==> src/core/salsr_defs.vh <==
`ifndef SALSR_DEFS_VH
`define SALSR_DEFS_VH

// word and buffer geometry
`define SALSR_WORD_W 16
`define SALSR_FIFO_DEPTH 16
`define SALSR_FIFO_AW 4

// reference clock period and fixed times
`define SALSR_CLK_PERIOD_NS 5
`define SALSR_T_CONV_NS 400
`define SALSR_T_PRE_END_NS 50
// least time, rounded up
`define SALSR_CONV_CYC ((`SALSR_T_CONV_NS + `SALSR_CLK_PERIOD_NS - 1) / `SALSR_CLK_PERIOD_NS)
// longest time, rounded down
`define SALSR_PRE_END_CYC (`SALSR_T_PRE_END_NS / `SALSR_CLK_PERIOD_NS)

// link rising edge numbers, counted from a frame marker rise
`define SALSR_EDGE_MSB 5'h02
`define SALSR_EDGE_HALF 5'h08
`define SALSR_EDGE_FULL 5'h10
`define SALSR_EDGE_LSB 5'h11
`define SALSR_EDGE_END 5'h12

// synchroniser bit positions and reset value
`define SALSR_SY_LVDS 0
`define SALSR_SY_CMOS 1
`define SALSR_SY_RD_N 2
`define SALSR_SY_CS_N 3
`define SALSR_SY_EXTCLK 4
`define SALSR_SY_HALF 5
`define SALSR_SY_CLKSRC 6
`define SALSR_SY_LP 7
`define SALSR_SYNC_RST 8'h0C

// conversion states
`define SALSR_CV_WAIT 2'h0
`define SALSR_CV_SAMPLE 2'h1
`define SALSR_CV_CONV 2'h2

// read states
`define SALSR_RD_IDLE 2'h0
`define SALSR_RD_LEAD 2'h1
`define SALSR_RD_SHIFT 2'h2

`endif

==> src/core/salsr_fifo.v <==
`timescale 1ns/1ps
`include "salsr_defs.vh"

module salsr_fifo #(
	parameter WIDTH = `SALSR_WORD_W,
	parameter DEPTH = `SALSR_FIFO_DEPTH,
	parameter AW = `SALSR_FIFO_AW
) (
	input wire clk,
	input wire nrst,
	input wire in_valid,
	output wire in_ready,
	input wire [WIDTH-1:0] in_data,
	output wire out_valid,
	input wire out_ready,
	output wire [WIDTH-1:0] out_data
);
	localparam [AW:0] FULL_CNT = DEPTH[AW:0];

	reg [WIDTH-1:0] mem_q [0:DEPTH-1];
	reg [AW-1:0] wr_ptr_q;
	reg [AW-1:0] rd_ptr_q;
	reg [AW:0] count_q;
	wire push;
	wire pop;

	// honest full and empty from the fill count
	assign in_ready = (count_q != FULL_CNT);
	assign out_valid = (count_q != {(AW+1){1'b0}});
	assign out_data = mem_q[rd_ptr_q];
	assign push = in_valid & in_ready;
	assign pop = out_valid & out_ready;

	// storage is written only on an accepted word
	always @(posedge clk)
	begin
		if (push)
			mem_q[wr_ptr_q] <= in_data;
	end

	// pointers and fill count
	always @(posedge clk or negedge nrst)
	begin
		if (!nrst)
		begin
			wr_ptr_q <= {AW{1'b0}};
			rd_ptr_q <= {AW{1'b0}};
			count_q <= {(AW+1){1'b0}};
		end
		else
		begin
			if (push)
				wr_ptr_q <= wr_ptr_q + 1'b1;
			if (pop)
				rd_ptr_q <= rd_ptr_q + 1'b1;
			if (push & ~pop)
				count_q <= count_q + 1'b1;
			else if (pop & ~push)
				count_q <= count_q - 1'b1;
		end
	end
endmodule // salsr_fifo

==> src/core/salsr_readout.v <==
`timescale 1ns/1ps
`include "salsr_defs.vh"

// Functional notes
// - frame marker period is 16 link clocks, or 8 with half-frame select.
// - lvds and cmos convert-start inputs act identically, either may drive.
// - convert-start rise while waiting begins the sample phase.
// - convert-start rise during conversion starts sampling right at conversion end.
// - convert-start fall ends sampling and begins a fixed-length conversion; code holds its count at one while the buffer is full.
// - conversion-active output stays high throughout a conversion.
// - convert-start fall during conversion aborts it; following read is invalid.
// - result valid only after a complete sample and conversion.
// - read request fall with chip select low in wait/sample starts a read.
// - read start enables marker and serial outputs and raises bus-occupied.
// - bits counted after marker rise; MSB on edge 2, then each edge.
// - full frame: next marker rise on edge 16, LSB on edge 17.
// - half frame: marker period 8, next rise edge 8, bit 8 on edge 9.
// - half-frame mode works in every configuration.
// - chip select high during read tristates outputs until next read.
// - wait/sample read: marker starts low, rises a fixed delay later; code raises it on the first link rise with the buffer empty.
// - read pending or held low starts a read at the pre-end point.
// - end-of-conversion read: marker rises a fixed delay after conversion end; code raises it on the first link rise after the result is loaded.
// - clock source select high picks internal clock, low the external one.
// - chip select high keeps all data outputs except clock tristated.
// - on edge 18 serial and marker outputs return to tristate.
// - low-power idle high enters low power at conversion end until sampling.
module salsr_readout (
	input wire ref_clk,
	input wire nrst,
	input wire lvds_convert_start,
	input wire cmos_convert_start,
	input wire rd_n,
	input wire cs_n,
	input wire half_frame_sel,
	input wire clk_src_sel,
	input wire ext_clk_in,
	input wire low_power_idle,
	input wire [15:0] sar_result,
	output wire conv_active,
	output wire bus_busy,
	output wire result_valid,
	output wire low_power,
	output wire link_clk_out,
	output wire frame_out,
	output wire frame_out_oe,
	output wire serial_out,
	output wire serial_out_oe
);
	localparam integer CONV_I = `SALSR_CONV_CYC;
	localparam integer PRE_I = `SALSR_PRE_END_CYC;
	localparam [7:0] CONV_CYC = CONV_I[7:0];
	localparam [7:0] PRE_CYC = (PRE_I == 0) ? 8'h01 : PRE_I[7:0]; // pre-end point never at zero

	reg [7:0] sync1_q, sync2_q, conv_cnt_q;
	reg [15:0] shift_q, out_q;
	reg [4:0] edge_q;
	reg [1:0] cv_st_q, rd_st_q;
	reg start_prev_q, rd_n_prev_q, sample_pend_q, conv_active_q, valid_q, lp_q;
	reg int_clk_q, lclk_prev_q, link_clk_q, frame_q, frame_oe_q, ser_q, ser_oe_q;
	reg bus_busy_q, rd_pend_q, eoc_wait_q;
	wire start_lvl, start_rise, start_fall, rd_fall, cs_ok, sel_clk, link_rise;
	wire conv_done, conv_abort, pre_point, rd_idle, read_now, read_eoc;
	wire fifo_in_ready, fifo_out_valid, fifo_out_ready;
	wire [15:0] fifo_out_data;
	wire [4:0] edge_nx;
	// marker rises on multiples of the frame period within the word
	function frame_edge;
		input [4:0] n;
		input half;
		begin
			frame_edge = (n == `SALSR_EDGE_FULL) || (half && (n == `SALSR_EDGE_HALF));
		end
	endfunction

	// two-stage synchronisers for every pin input but nrst and sar_result
	always @(posedge ref_clk or negedge nrst)
	begin
		if (!nrst)
		begin
			sync1_q <= `SALSR_SYNC_RST;
			sync2_q <= `SALSR_SYNC_RST;
		end
		else
		begin
			sync1_q <= {low_power_idle, clk_src_sel, half_frame_sel, ext_clk_in,
				cs_n, rd_n, cmos_convert_start, lvds_convert_start};
			sync2_q <= sync1_q;
		end
	end

	// either start input steers sampling
	assign start_lvl = sync2_q[`SALSR_SY_LVDS] | sync2_q[`SALSR_SY_CMOS];
	assign start_rise = start_lvl & ~start_prev_q;
	assign start_fall = ~start_lvl & start_prev_q;
	assign rd_fall = ~sync2_q[`SALSR_SY_RD_N] & rd_n_prev_q;
	assign cs_ok = ~sync2_q[`SALSR_SY_CS_N];
	// link clock source and its rising edges
	assign sel_clk = sync2_q[`SALSR_SY_CLKSRC] ? int_clk_q : sync2_q[`SALSR_SY_EXTCLK];
	assign link_rise = sel_clk & ~lclk_prev_q;
	// conversion timing events
	assign conv_abort = (cv_st_q == `SALSR_CV_CONV) && start_fall;
	assign conv_done = (cv_st_q == `SALSR_CV_CONV) && !start_fall
		&& (conv_cnt_q == 8'h01) && fifo_in_ready;
	assign pre_point = (cv_st_q == `SALSR_CV_CONV) && (conv_cnt_q == PRE_CYC);
	// read start decisions
	assign rd_idle = (rd_st_q == `SALSR_RD_IDLE);
	assign read_now = rd_idle && cs_ok && rd_fall && (cv_st_q != `SALSR_CV_CONV);
	assign read_eoc = rd_idle && cs_ok && pre_point && !conv_abort
		&& (rd_pend_q || rd_fall || !sync2_q[`SALSR_SY_RD_N]);
	assign edge_nx = edge_q + 5'h01;
	// result register drains the buffer except while shifting
	assign fifo_out_ready = (rd_st_q != `SALSR_RD_SHIFT);
	salsr_fifo #(.WIDTH(`SALSR_WORD_W), .DEPTH(`SALSR_FIFO_DEPTH), .AW(`SALSR_FIFO_AW)) u_fifo (
		.clk(ref_clk),
		.nrst(nrst),
		.in_valid((cv_st_q == `SALSR_CV_CONV) && (conv_cnt_q == 8'h01) && !start_fall),
		.in_ready(fifo_in_ready),
		.in_data(sar_result),
		.out_valid(fifo_out_valid),
		.out_ready(fifo_out_ready),
		.out_data(fifo_out_data)
	);

	// edge history and link clock generation
	always @(posedge ref_clk or negedge nrst)
	begin
		if (!nrst)
		begin
			start_prev_q <= 1'b0;
			rd_n_prev_q <= 1'b1;
			int_clk_q <= 1'b0;
			lclk_prev_q <= 1'b0;
			link_clk_q <= 1'b0;
		end
		else
		begin
			start_prev_q <= start_lvl;
			rd_n_prev_q <= sync2_q[`SALSR_SY_RD_N];
			int_clk_q <= ~int_clk_q; // internal source, half the reference rate
			lclk_prev_q <= sel_clk;
			link_clk_q <= sel_clk; // clock output never tristates
		end
	end

	// sample and convert sequencing
	always @(posedge ref_clk or negedge nrst)
	begin
		if (!nrst)
		begin
			cv_st_q <= `SALSR_CV_WAIT;
			conv_cnt_q <= 8'h00;
			sample_pend_q <= 1'b0;
			conv_active_q <= 1'b0;
			valid_q <= 1'b0;
			lp_q <= 1'b0;
		end
		else
		begin
			case (cv_st_q)
				`SALSR_CV_WAIT:
				begin
					if (start_rise)
					begin
						cv_st_q <= `SALSR_CV_SAMPLE;
						lp_q <= 1'b0;
					end
				end
				`SALSR_CV_SAMPLE:
				begin
					if (start_fall)
					begin
						cv_st_q <= `SALSR_CV_CONV;
						conv_cnt_q <= CONV_CYC;
						conv_active_q <= 1'b1;
					end
				end
				`SALSR_CV_CONV:
				begin
					if (start_rise)
						sample_pend_q <= 1'b1;
					if (conv_abort)
					begin
						cv_st_q <= `SALSR_CV_WAIT;
						conv_active_q <= 1'b0;
						sample_pend_q <= 1'b0;
						valid_q <= 1'b0;
					end
					else if (conv_done)
					begin
						conv_active_q <= 1'b0;
						valid_q <= 1'b1;
						sample_pend_q <= 1'b0;
						lp_q <= sync2_q[`SALSR_SY_LP] && !(sample_pend_q || start_rise);
						if (sample_pend_q || start_rise)
							cv_st_q <= `SALSR_CV_SAMPLE;
						else
							cv_st_q <= `SALSR_CV_WAIT;
					end
					else if (conv_cnt_q != 8'h01)
						conv_cnt_q <= conv_cnt_q - 8'h01; // holds at one while buffer full
				end
				default:
				begin
					cv_st_q <= `SALSR_CV_WAIT;
					conv_active_q <= 1'b0;
				end
			endcase
		end
	end

	// latest completed result, loaded from the buffer
	always @(posedge ref_clk or negedge nrst)
	begin
		if (!nrst)
			out_q <= 16'h0000;
		else if (fifo_out_valid && fifo_out_ready)
			out_q <= fifo_out_data;
	end

	// read request seen during conversion waits for the pre-end point
	always @(posedge ref_clk or negedge nrst)
	begin
		if (!nrst)
			rd_pend_q <= 1'b0;
		else
		begin
			if (!cs_ok || read_eoc || conv_abort || cv_st_q != `SALSR_CV_CONV)
				rd_pend_q <= 1'b0;
			if (cs_ok && rd_fall && rd_idle && cv_st_q == `SALSR_CV_CONV && !read_eoc)
				rd_pend_q <= 1'b1; // set wins over clear
		end
	end

	// read cycle: lead-in, marker rise, serial shifting
	always @(posedge ref_clk or negedge nrst)
	begin
		if (!nrst)
		begin
			rd_st_q <= `SALSR_RD_IDLE;
			edge_q <= 5'h00;
			shift_q <= 16'h0000;
			frame_q <= 1'b0;
			frame_oe_q <= 1'b0;
			ser_q <= 1'b0;
			ser_oe_q <= 1'b0;
			bus_busy_q <= 1'b0;
			eoc_wait_q <= 1'b0;
		end
		else if (!cs_ok)
		begin
			rd_st_q <= `SALSR_RD_IDLE;
			frame_oe_q <= 1'b0;
			ser_oe_q <= 1'b0;
			frame_q <= 1'b0;
			ser_q <= 1'b0;
			bus_busy_q <= 1'b0;
			eoc_wait_q <= 1'b0;
		end
		else
		begin
			case (rd_st_q)
				`SALSR_RD_IDLE:
				begin
					if (read_now || read_eoc)
					begin
						rd_st_q <= `SALSR_RD_LEAD;
						frame_oe_q <= 1'b1;
						ser_oe_q <= 1'b1;
						bus_busy_q <= 1'b1;
						frame_q <= 1'b0;
						ser_q <= 1'b0;
						eoc_wait_q <= read_eoc;
					end
				end
				`SALSR_RD_LEAD:
				begin
					if (conv_done || conv_abort)
						eoc_wait_q <= 1'b0;
					if (link_rise && !eoc_wait_q && !fifo_out_valid)
					begin
						rd_st_q <= `SALSR_RD_SHIFT;
						frame_q <= 1'b1;
						edge_q <= 5'h00;
						shift_q <= out_q;
					end
				end
				`SALSR_RD_SHIFT:
				begin
					if (link_rise)
					begin
						edge_q <= edge_nx;
						frame_q <= frame_edge(edge_nx, sync2_q[`SALSR_SY_HALF]);
						if (edge_nx >= `SALSR_EDGE_MSB && edge_nx <= `SALSR_EDGE_LSB)
						begin
							ser_q <= shift_q[15];
							shift_q <= {shift_q[14:0], 1'b0};
						end
						if (edge_nx == `SALSR_EDGE_END)
						begin
							rd_st_q <= `SALSR_RD_IDLE;
							frame_oe_q <= 1'b0;
							ser_oe_q <= 1'b0;
							frame_q <= 1'b0;
							ser_q <= 1'b0;
							bus_busy_q <= 1'b0;
						end
					end
				end
				default:
				begin
					rd_st_q <= `SALSR_RD_IDLE;
					frame_oe_q <= 1'b0;
					ser_oe_q <= 1'b0;
					bus_busy_q <= 1'b0;
				end
			endcase
		end
	end

	// outputs straight from flip-flops
	assign conv_active = conv_active_q;
	assign bus_busy = bus_busy_q;
	assign result_valid = valid_q;
	assign low_power = lp_q;
	assign link_clk_out = link_clk_q;
	assign frame_out = frame_q;
	assign frame_out_oe = frame_oe_q;
	assign serial_out = ser_q;
	assign serial_out_oe = ser_oe_q;
endmodule // salsr_readout

==> config.mk <==
export PLATFORM = sky130hd
export DESIGN_NAME = salsr_readout
export DESIGN_NICKNAME = d
export VERILOG_FILES = /design/src/core/salsr_fifo.v /design/src/core/salsr_readout.v
export VERILOG_INCLUDE_DIRS = /design/src /design/src/core
export SDC_FILE = /design/constraint.sdc
export NUM_CORES = 1
export LEC_CHECK = 0
export ABC_CLOCK_PERIOD_IN_PS = 4100
export BUFFER_PORTS_ARGS = -buffer_cell sky130_fd_sc_hd__buf_2
export CAP_MARGIN = 20
export CORE_MARGIN = 2
export CORE_UTILIZATION = 57
export DETAILED_ROUTE_END_ITERATION = 16
export GPL_TIMING_DRIVEN = 0
export HOLD_SLACK_MARGIN = 0.15
export PLACE_DENSITY_LB_ADDON = 0.1
export REMOVE_ABC_BUFFERS = 1
export SLEW_MARGIN = 20
export SYNTH_ARGS = -nofsm -noshare
export SYNTH_HDL_FRONTEND = slang
export SYNTH_SLANG_ARGS = --single-unit
export TNS_END_PERCENT = 20
==> constraint.sdc <==
create_clock -name ref_clk -period 4.1 [get_ports ref_clk]
set_input_delay 0.41 -clock ref_clk [delete_from_list [all_inputs] [get_ports ref_clk]]
set_output_delay 0.41 -clock ref_clk [all_outputs]
set_load 0.02 [all_outputs]
==> impl_metrics.toml, run 1 <==
[finish]
drive_gt1_share_pct = 28.6
postLayoutCoreUtil_pct = 66.2
nets = 880
n_antenna_cell = 0
area_growth_pct = 14.6
postLayoutCellArea_mm2 = 0.0160
fillers = 1633

[placement]
place_worst_setup_slack_ns = 0.135
gp_congestion = 0.817
io_buffers = 34
dpl.hpwl_mm = 17.1
post_dp_cell_area_mm2 = 0.0147

[setup_path]
cp.required_ns = 4.49
crit_top_cell = "xnor2_1"
criticalPathCategory = "reg2reg"
critPathCaptureType = "flop"
path_delay_family = "simple AND/OR/NAND/NOR gates"
crit_slowest_cell = "nor4_2"
slowest_delay_ns = 0.49
crit_chain = "nor4_2, nand3_1, a21oi_2, nand2_1, clkinv_1, ha_1, inv_1, fa_1, a21o_1, a21oi_1, xnor2_1, nor2_1, xnor2_1"
path_max_fanout = 7
arrival_ns = 3.96
cp-start-kind = "flop"
crit_buf_inv = 2

[clock_network]
clock_path_buffers = 3
numCtsBuffers = 36
cts_tree = "done"
insertion_delay_ns = 0.51
post-cts-setup-buffers = 0
htreeDepth = 2
cts_root_buf = "clkbuf_16"
cts_sinks = 347
path_clk_slew_ns = 0.06

[power]
total_power_w = 0.0101
p_per_area_mw_per_mm2 = 626
leakagePower_nw = 5.66
vdd_ir_drop_max_mv = 0.410

[synthesis]
synth_warnings = 0
yosysSeqAreaShare_pct = 71.2
ys_ff_latch = 347
netlist_area_mm2 = 0.0140
syn_avg_cell_area_um2 = 18.4
ys_async_sr_fraction_pct = 26.2
synthFlopType = "edfxtp_1"
syn_inst = 762
yosysUniqueCellTypes = 57
synth_edf_count = 256

[timing]
finalHoldViolCount = 0
setup_viol = 0
tightest_slew_ns = 1.17
rsz0062_at_grt = "no"
slew_viol_final = 0
worst_slack_ns = 0.530
max_freq_ghz = 0.280
period_minus_slack_ns = 3.57
max-slew-margin-rel_pct = 22.1
fin_skew_ns = 0.0137
min_period_over_period_pct = 87.1

[detailed_routing]
ant_nets = 0
drt_iter0_drc = 754
drc = 0
routed_via_density = 6.09
num_vias = 7212
drtPass1Iterations = 7
wirelength_mm = 27.8
wire_per_inst_um = 23.5

[hold_path]
hold_path_class = "in2reg"

[global_routing]
globalRouteTotalUtil_pct = 22.4
grt_pass1_wl_mm = 43.2
grt_max_degree = 54
antenna_found_initial = 1
grt_pass1_vias = 7539
grt_overflow = 0

[floorplanning]
die_area_mm2 = 0.0258
core_area_mm2 = 0.0242
num_rows = 57
initial_core_util_pct = 57.7
dieWidth_um = 161
dieHeight_um = 161
ioPinCount = 35

[status]
status = "finished, final reports clean"

[run]
drv_cap = 0
==> worst reg2reg max path: stages, from the launching register on <==
cell      delay [ns]
dfrtp_1         0.43
nor4_2          0.50
nand3_1         0.20
a21oi_2         0.29
nand2_1         0.30
clkinv_1        0.25
ha_1            0.21
inv_1           0.11
fa_1            0.47
a21o_1          0.18
a21oi_1         0.17
xnor2_1         0.13
nor2_1          0.08
xnor2_1         0.14
==> synthesized netlist by cell type (all sizes together) (17+ instances only) <==
cell / instances / area, µm²
and2: 25 / 156
mux2: 19 / 214
ha: 20 / 250
clkbuf: 18 / 67.6
edfxtp: 256 / 7690
o21ai: 20 / 100
buf: 17 / 91.3
a21oi: 18 / 90.1
inv: 26 / 97.6
mux4: 80 / 1800
dfrtp: 86 / 2150
nor2: 24 / 90.1
nand2: 28 / 105
==> path summary, 6_finish.rpt <==
check | startpoint | to | slack, ns | cells past startpoint
worst max-delay path | conv_cnt_q[5] | u_fifo.count_q[4] | 0.53 | 13
worst min-delay path | sar_result[11] | u_fifo.mem_q[12][11] | 0.27 | 1
worst max register to register | conv_cnt_q[5] | u_fifo.count_q[4] | 0.53 | 13
worst min register to register | sync1_q[5] | sync2_q[5] | 0.35 | 0
max in group asynchronous | nrst | sync1_q[3] | 2.98 | 3
min in group asynchronous | nrst | u_fifo.count_q[2] | 0.44 | 2
==> through the flow <==
stage                     TNS (ns)  cells  hold WS (ns)
after floorplan            -0.0983    727         0.114
after global placement     -188.19   1085         0.335
after detailed placement         0   1109         0.341
after CTS                        0   1183         0.244
after global routing             0   1184         0.265
final                            0   1184         0.269
==> layer usage <==
metal | wire length, µm | track usage (%) | vias to the layer above
met5 | 7 | 0 | -
met4 | 807 | 7.55 | 2
met3 | 1310 | 3.41 | 63
met2 | 14200 | 38.5 | 212
met1 | 11400 | 29.9 | 3775
li1 | - | - | 3160
==> sequential cells by signal, summed over array words and instances, names as in the netlist, 4 cells and up <==
signal and count:
conv_cnt_q 8, sync1_q 8, u_fifo.mem_q 256, out_q 16, sync2_q 8, shift_q 16
u_fifo.rd_ptr_q 4, u_fifo.count_q 5, u_fifo.wr_ptr_q 4, edge_q 5
==> report_power, final <==
part | switching [W] | total [W] | internal [W]
clock network | 0.00128 | 0.00326 | 0.00198
registers | 0.000451 | 0.00449 | 0.00404
logic | 0.000953 | 0.00231 | 0.00135
==> cell families after synthesis <==
kind of cell / Yosys count / synth area share, %
multiplexers: 102 / 14.6
AO/OA/AOI/OAI: 87 / 4.49
buffers and inverters: 62 / 1.86
flip-flops: 347 / 71.2
XOR/XNOR: 18 / 1.13
AND/OR/NAND/NOR: 125 / 4.76
adder cells (fa/ha/maj): 21 / 1.93
==> timing repair <==
action                                  4_1_cts  5_1_grt
endpoints found under the hold margin        46        0
hold buffers                                  9        0
endpoints found under the setup margin        0       67
gates resized for setup                       0        2
==> area by class of cell <==
class	count	area [µm²]	share of cell area (%)
Sequential cell	347	9980	62.2
Tap cell	324	405	2.53
Timing Repair Buffer	68	500	3.12
Clock inverter	12	149	0.928
Multi-Input combinational cell	353	3850	24.0
Inverter	27	101	0.632
Clock buffer	53	1060	6.58
==> layout by cell type (no fill, tap or decap), types with 7 or more instances in the layout <==
cell / netlist / layout
nor2b_1: 7 / 7
and2_1: 25 / 21
clkbuf_16: 0 / 37
clkbuf_1: 18 / 9
nand2_1: 28 / 28
a21oi_1: 18 / 16
mux2_2: 19 / 19
a221o_1: 12 / 12
nand2b_1: 9 / 9
o21ai_0: 20 / 20
nor2_1: 24 / 20
buf_2: 10 / 45
buf_4: 2 / 7
nand3_1: 7 / 7
dlygate4sd3_1: 0 / 9
inv_1: 26 / 26
dfrtp_1: 86 / 83
mux4_2: 80 / 80
xnor2_1: 14 / 14
edfxtp_1: 256 / 256
clkbuf_8: 0 / 7
ha_1: 20 / 20
No activity file was read; power rests on OpenSTA's default activity.
==> run 2, diff against run 1 <==
CORE_MARGIN = 8   (was 2)
==> impl_metrics.toml, run 2 (synthesis gave the netlist of run 1 again) <==
[detailed_routing]
wire_per_inst_um = 23.9
drc = 0
num_vias = 7083
drt_iter0_drc = 607
drtPass1Iterations = 5
ant_nets = 0
wirelength_mm = 28.0
routed_via_density = 6.03

[timing]
max_freq_ghz = 0.278
period_minus_slack_ns = 3.60
fin_skew_ns = 0.0138
max-slew-margin-rel_pct = 30.3
setup_viol = 0
finalHoldViolCount = 0
worst_slack_ns = 0.505
slew_viol_final = 0
tightest_slew_ns = 1.05
rsz0062_at_grt = "no"
min_period_over_period_pct = 87.7

[power]
power_frac_seq_pct = 46.2
internal-power_w = 0.00708
vdd_ir_drop_max_mv = 0.354
pwr-share-comb_pct = 23.3
p_sw_share_pct = 27.2
power.switching_w = 0.00264
power_frac_clock_pct = 30.6
p_per_area_mw_per_mm2 = 614
leakagePower_nw = 5.53

[finish]
drive_gt1_share_pct = 27.4
biggestRegsByFlops = "u_fifo.mem_q: 256 flops, out_q: 16 flops, shift_q: 16 flops"
largest_reg_flops = 256
seq_area_mm2 = 0.00998
fillers = 1617
final_cell_mix = "edfxtp_1, dfrtp_1, mux4_2"
largest_register = "u_fifo.mem_q"
postLayoutCellArea_mm2 = 0.0158
postLayoutCoreUtil_pct = 65.3
final_common_cell = "edfxtp_1"
nets = 871
n_antenna_cell = 0
area_growth_pct = 13.0
multiInputGateArea_mm2 = 0.00386

[clock_network]
cts_tree = "done"
cts_sinks = 347
htreeDepth = 2
cts_root_buf = "clkbuf_16"
path_clk_slew_ns = 0.06
insertion_delay_ns = 0.51
numCtsBuffers = 36
post-cts-setup-buffers = 0
clock_path_buffers = 3

[global_routing]
grt_pass1_wl_mm = 43.9
grt_pass1_vias = 7595
grt_overflow = 0
antenna_found_initial = 0
grt_max_degree = 58
globalRouteTotalUtil_pct = 18.9

[setup_path]
cp_num_cells = 13
crit_buf_inv = 2
startpoint = "conv_cnt_q[5]"
critPathCaptureType = "flop"
arrival_ns = 3.97
reg2reg_depth = 13
crit_slowest_cell = "nor4_2"
crit_chain = "nor4_2, nand3_1, a21oi_1, nand2_1, clkinv_1, ha_1, inv_1, fa_1, a21o_1, a21oi_1, xnor2_1, nor2_1, xnor2_1"
cp.required_ns = 4.48
criticalPathCategory = "reg2reg"
r2r-start = "conv_cnt_q[5]"
path_max_fanout = 7
cp-start-kind = "flop"
slowest_delay_ns = 0.51
path_delay_family = "simple AND/OR/NAND/NOR gates"

[hold_path]
hold_path_class = "in2reg"
holdPathStages = 1
worstHoldStart = "sar_result[6]"

[floorplanning]
initial_core_util_pct = 57.7
die_area_mm2 = 0.0298
core_area_mm2 = 0.0242
num_rows = 57
dieHeight_um = 173
ioPinCount = 35
dieWidth_um = 173

[placement]
place_worst_setup_slack_ns = 0.271
dpl.hpwl_mm = 16.9
post_dp_cell_area_mm2 = 0.0147
io_buffers = 34
gp_congestion = 0.767

[status]
status = "finished, final reports clean"

[run]
drv_cap = 0
[run 2: cell types whose count changed in the layout (fill, tap and decap cells not counted), moves of 3 or more]
| cell | before | now |
|---|---|---|
| clkinv_1 | 3 | 7 |
| clkbuf_8 | 7 | 1 |
| and2_2 | 4 | 8 |
| and2_1 | 21 | 17 |
| buf_8 | 3 | 0 |
| buf_4 | 7 | 3 |
| clkbuf_1 | 9 | 12 |
[run 2: worst paths after layout]
check,to,slack [ns]
worst max-delay path,u_fifo.count_q[4],0.50
worst min-delay path,u_fifo.mem_q[0][6],0.27
worst max register to register,u_fifo.count_q[4],0.50
worst min register to register,sync2_q[5],0.35
max in group asynchronous,rd_n_prev_q,2.88
min in group asynchronous,conv_cnt_q[5],0.51
[run 2: layout make-up]
| class | instances | share of cell area [%] |
|---|---|---|
| tap | 324 | 2.56 |
| timing repair buffer | 59 | 2.58 |
| multi-input combinational | 353 | 24.4 |
| clock buffer | 49 | 6.06 |
| clock inverter | 15 | 0.712 |
| sequential | 347 | 63.1 |
| inverter | 27 | 0.640 |
[run 2: metrics by stage]
step	total power, W	TNS (ns)	hold slack, ns	std cells
detailed placement	0.00684	0	0.336	1101
global route	0.0102	0	0.275	1174
global placement	0.00684	-175.10	0.332	1085
finish	0.00972	0	0.275	1174
CTS	0.00982	0	0.262	1174
floorplan	0.00623	-0.0983	0.114	727
[run 2: per-layer routing]
| metal | wire (µm) | track usage [%] | share of wire [%] |
|---|---|---|---|
| met2 | 15100 | 34.5 | 54 |
| met1 | 11200 | 23.2 | 40 |
| met4 | 637 | 5.21 | 2.3 |
| met5 | 0 | 0 | 0 |
| met3 | 1110 | 2.81 | 4.0 |
[run 2: power by group through the flow]
stage / registers (W) / clock network, W / logic, W
3_3_place_gp: 0.00474 / 0 / 0.00211
3_5_place_dp: 0.00457 / 0 / 0.00228
6_report: 0.00449 / 0.00297 / 0.00226
5_1_grt: 0.00455 / 0.00315 / 0.00246
4_1_cts: 0.00450 / 0.00303 / 0.00229
2_1_floorplan: 0.00455 / 0 / 0.00168
[run 2: repair_timing]
item,CTS,global route
setup endpoints to repair,0,1
hold endpoints to repair,60,0
resized for setup,0,1
hold buffers,9,0
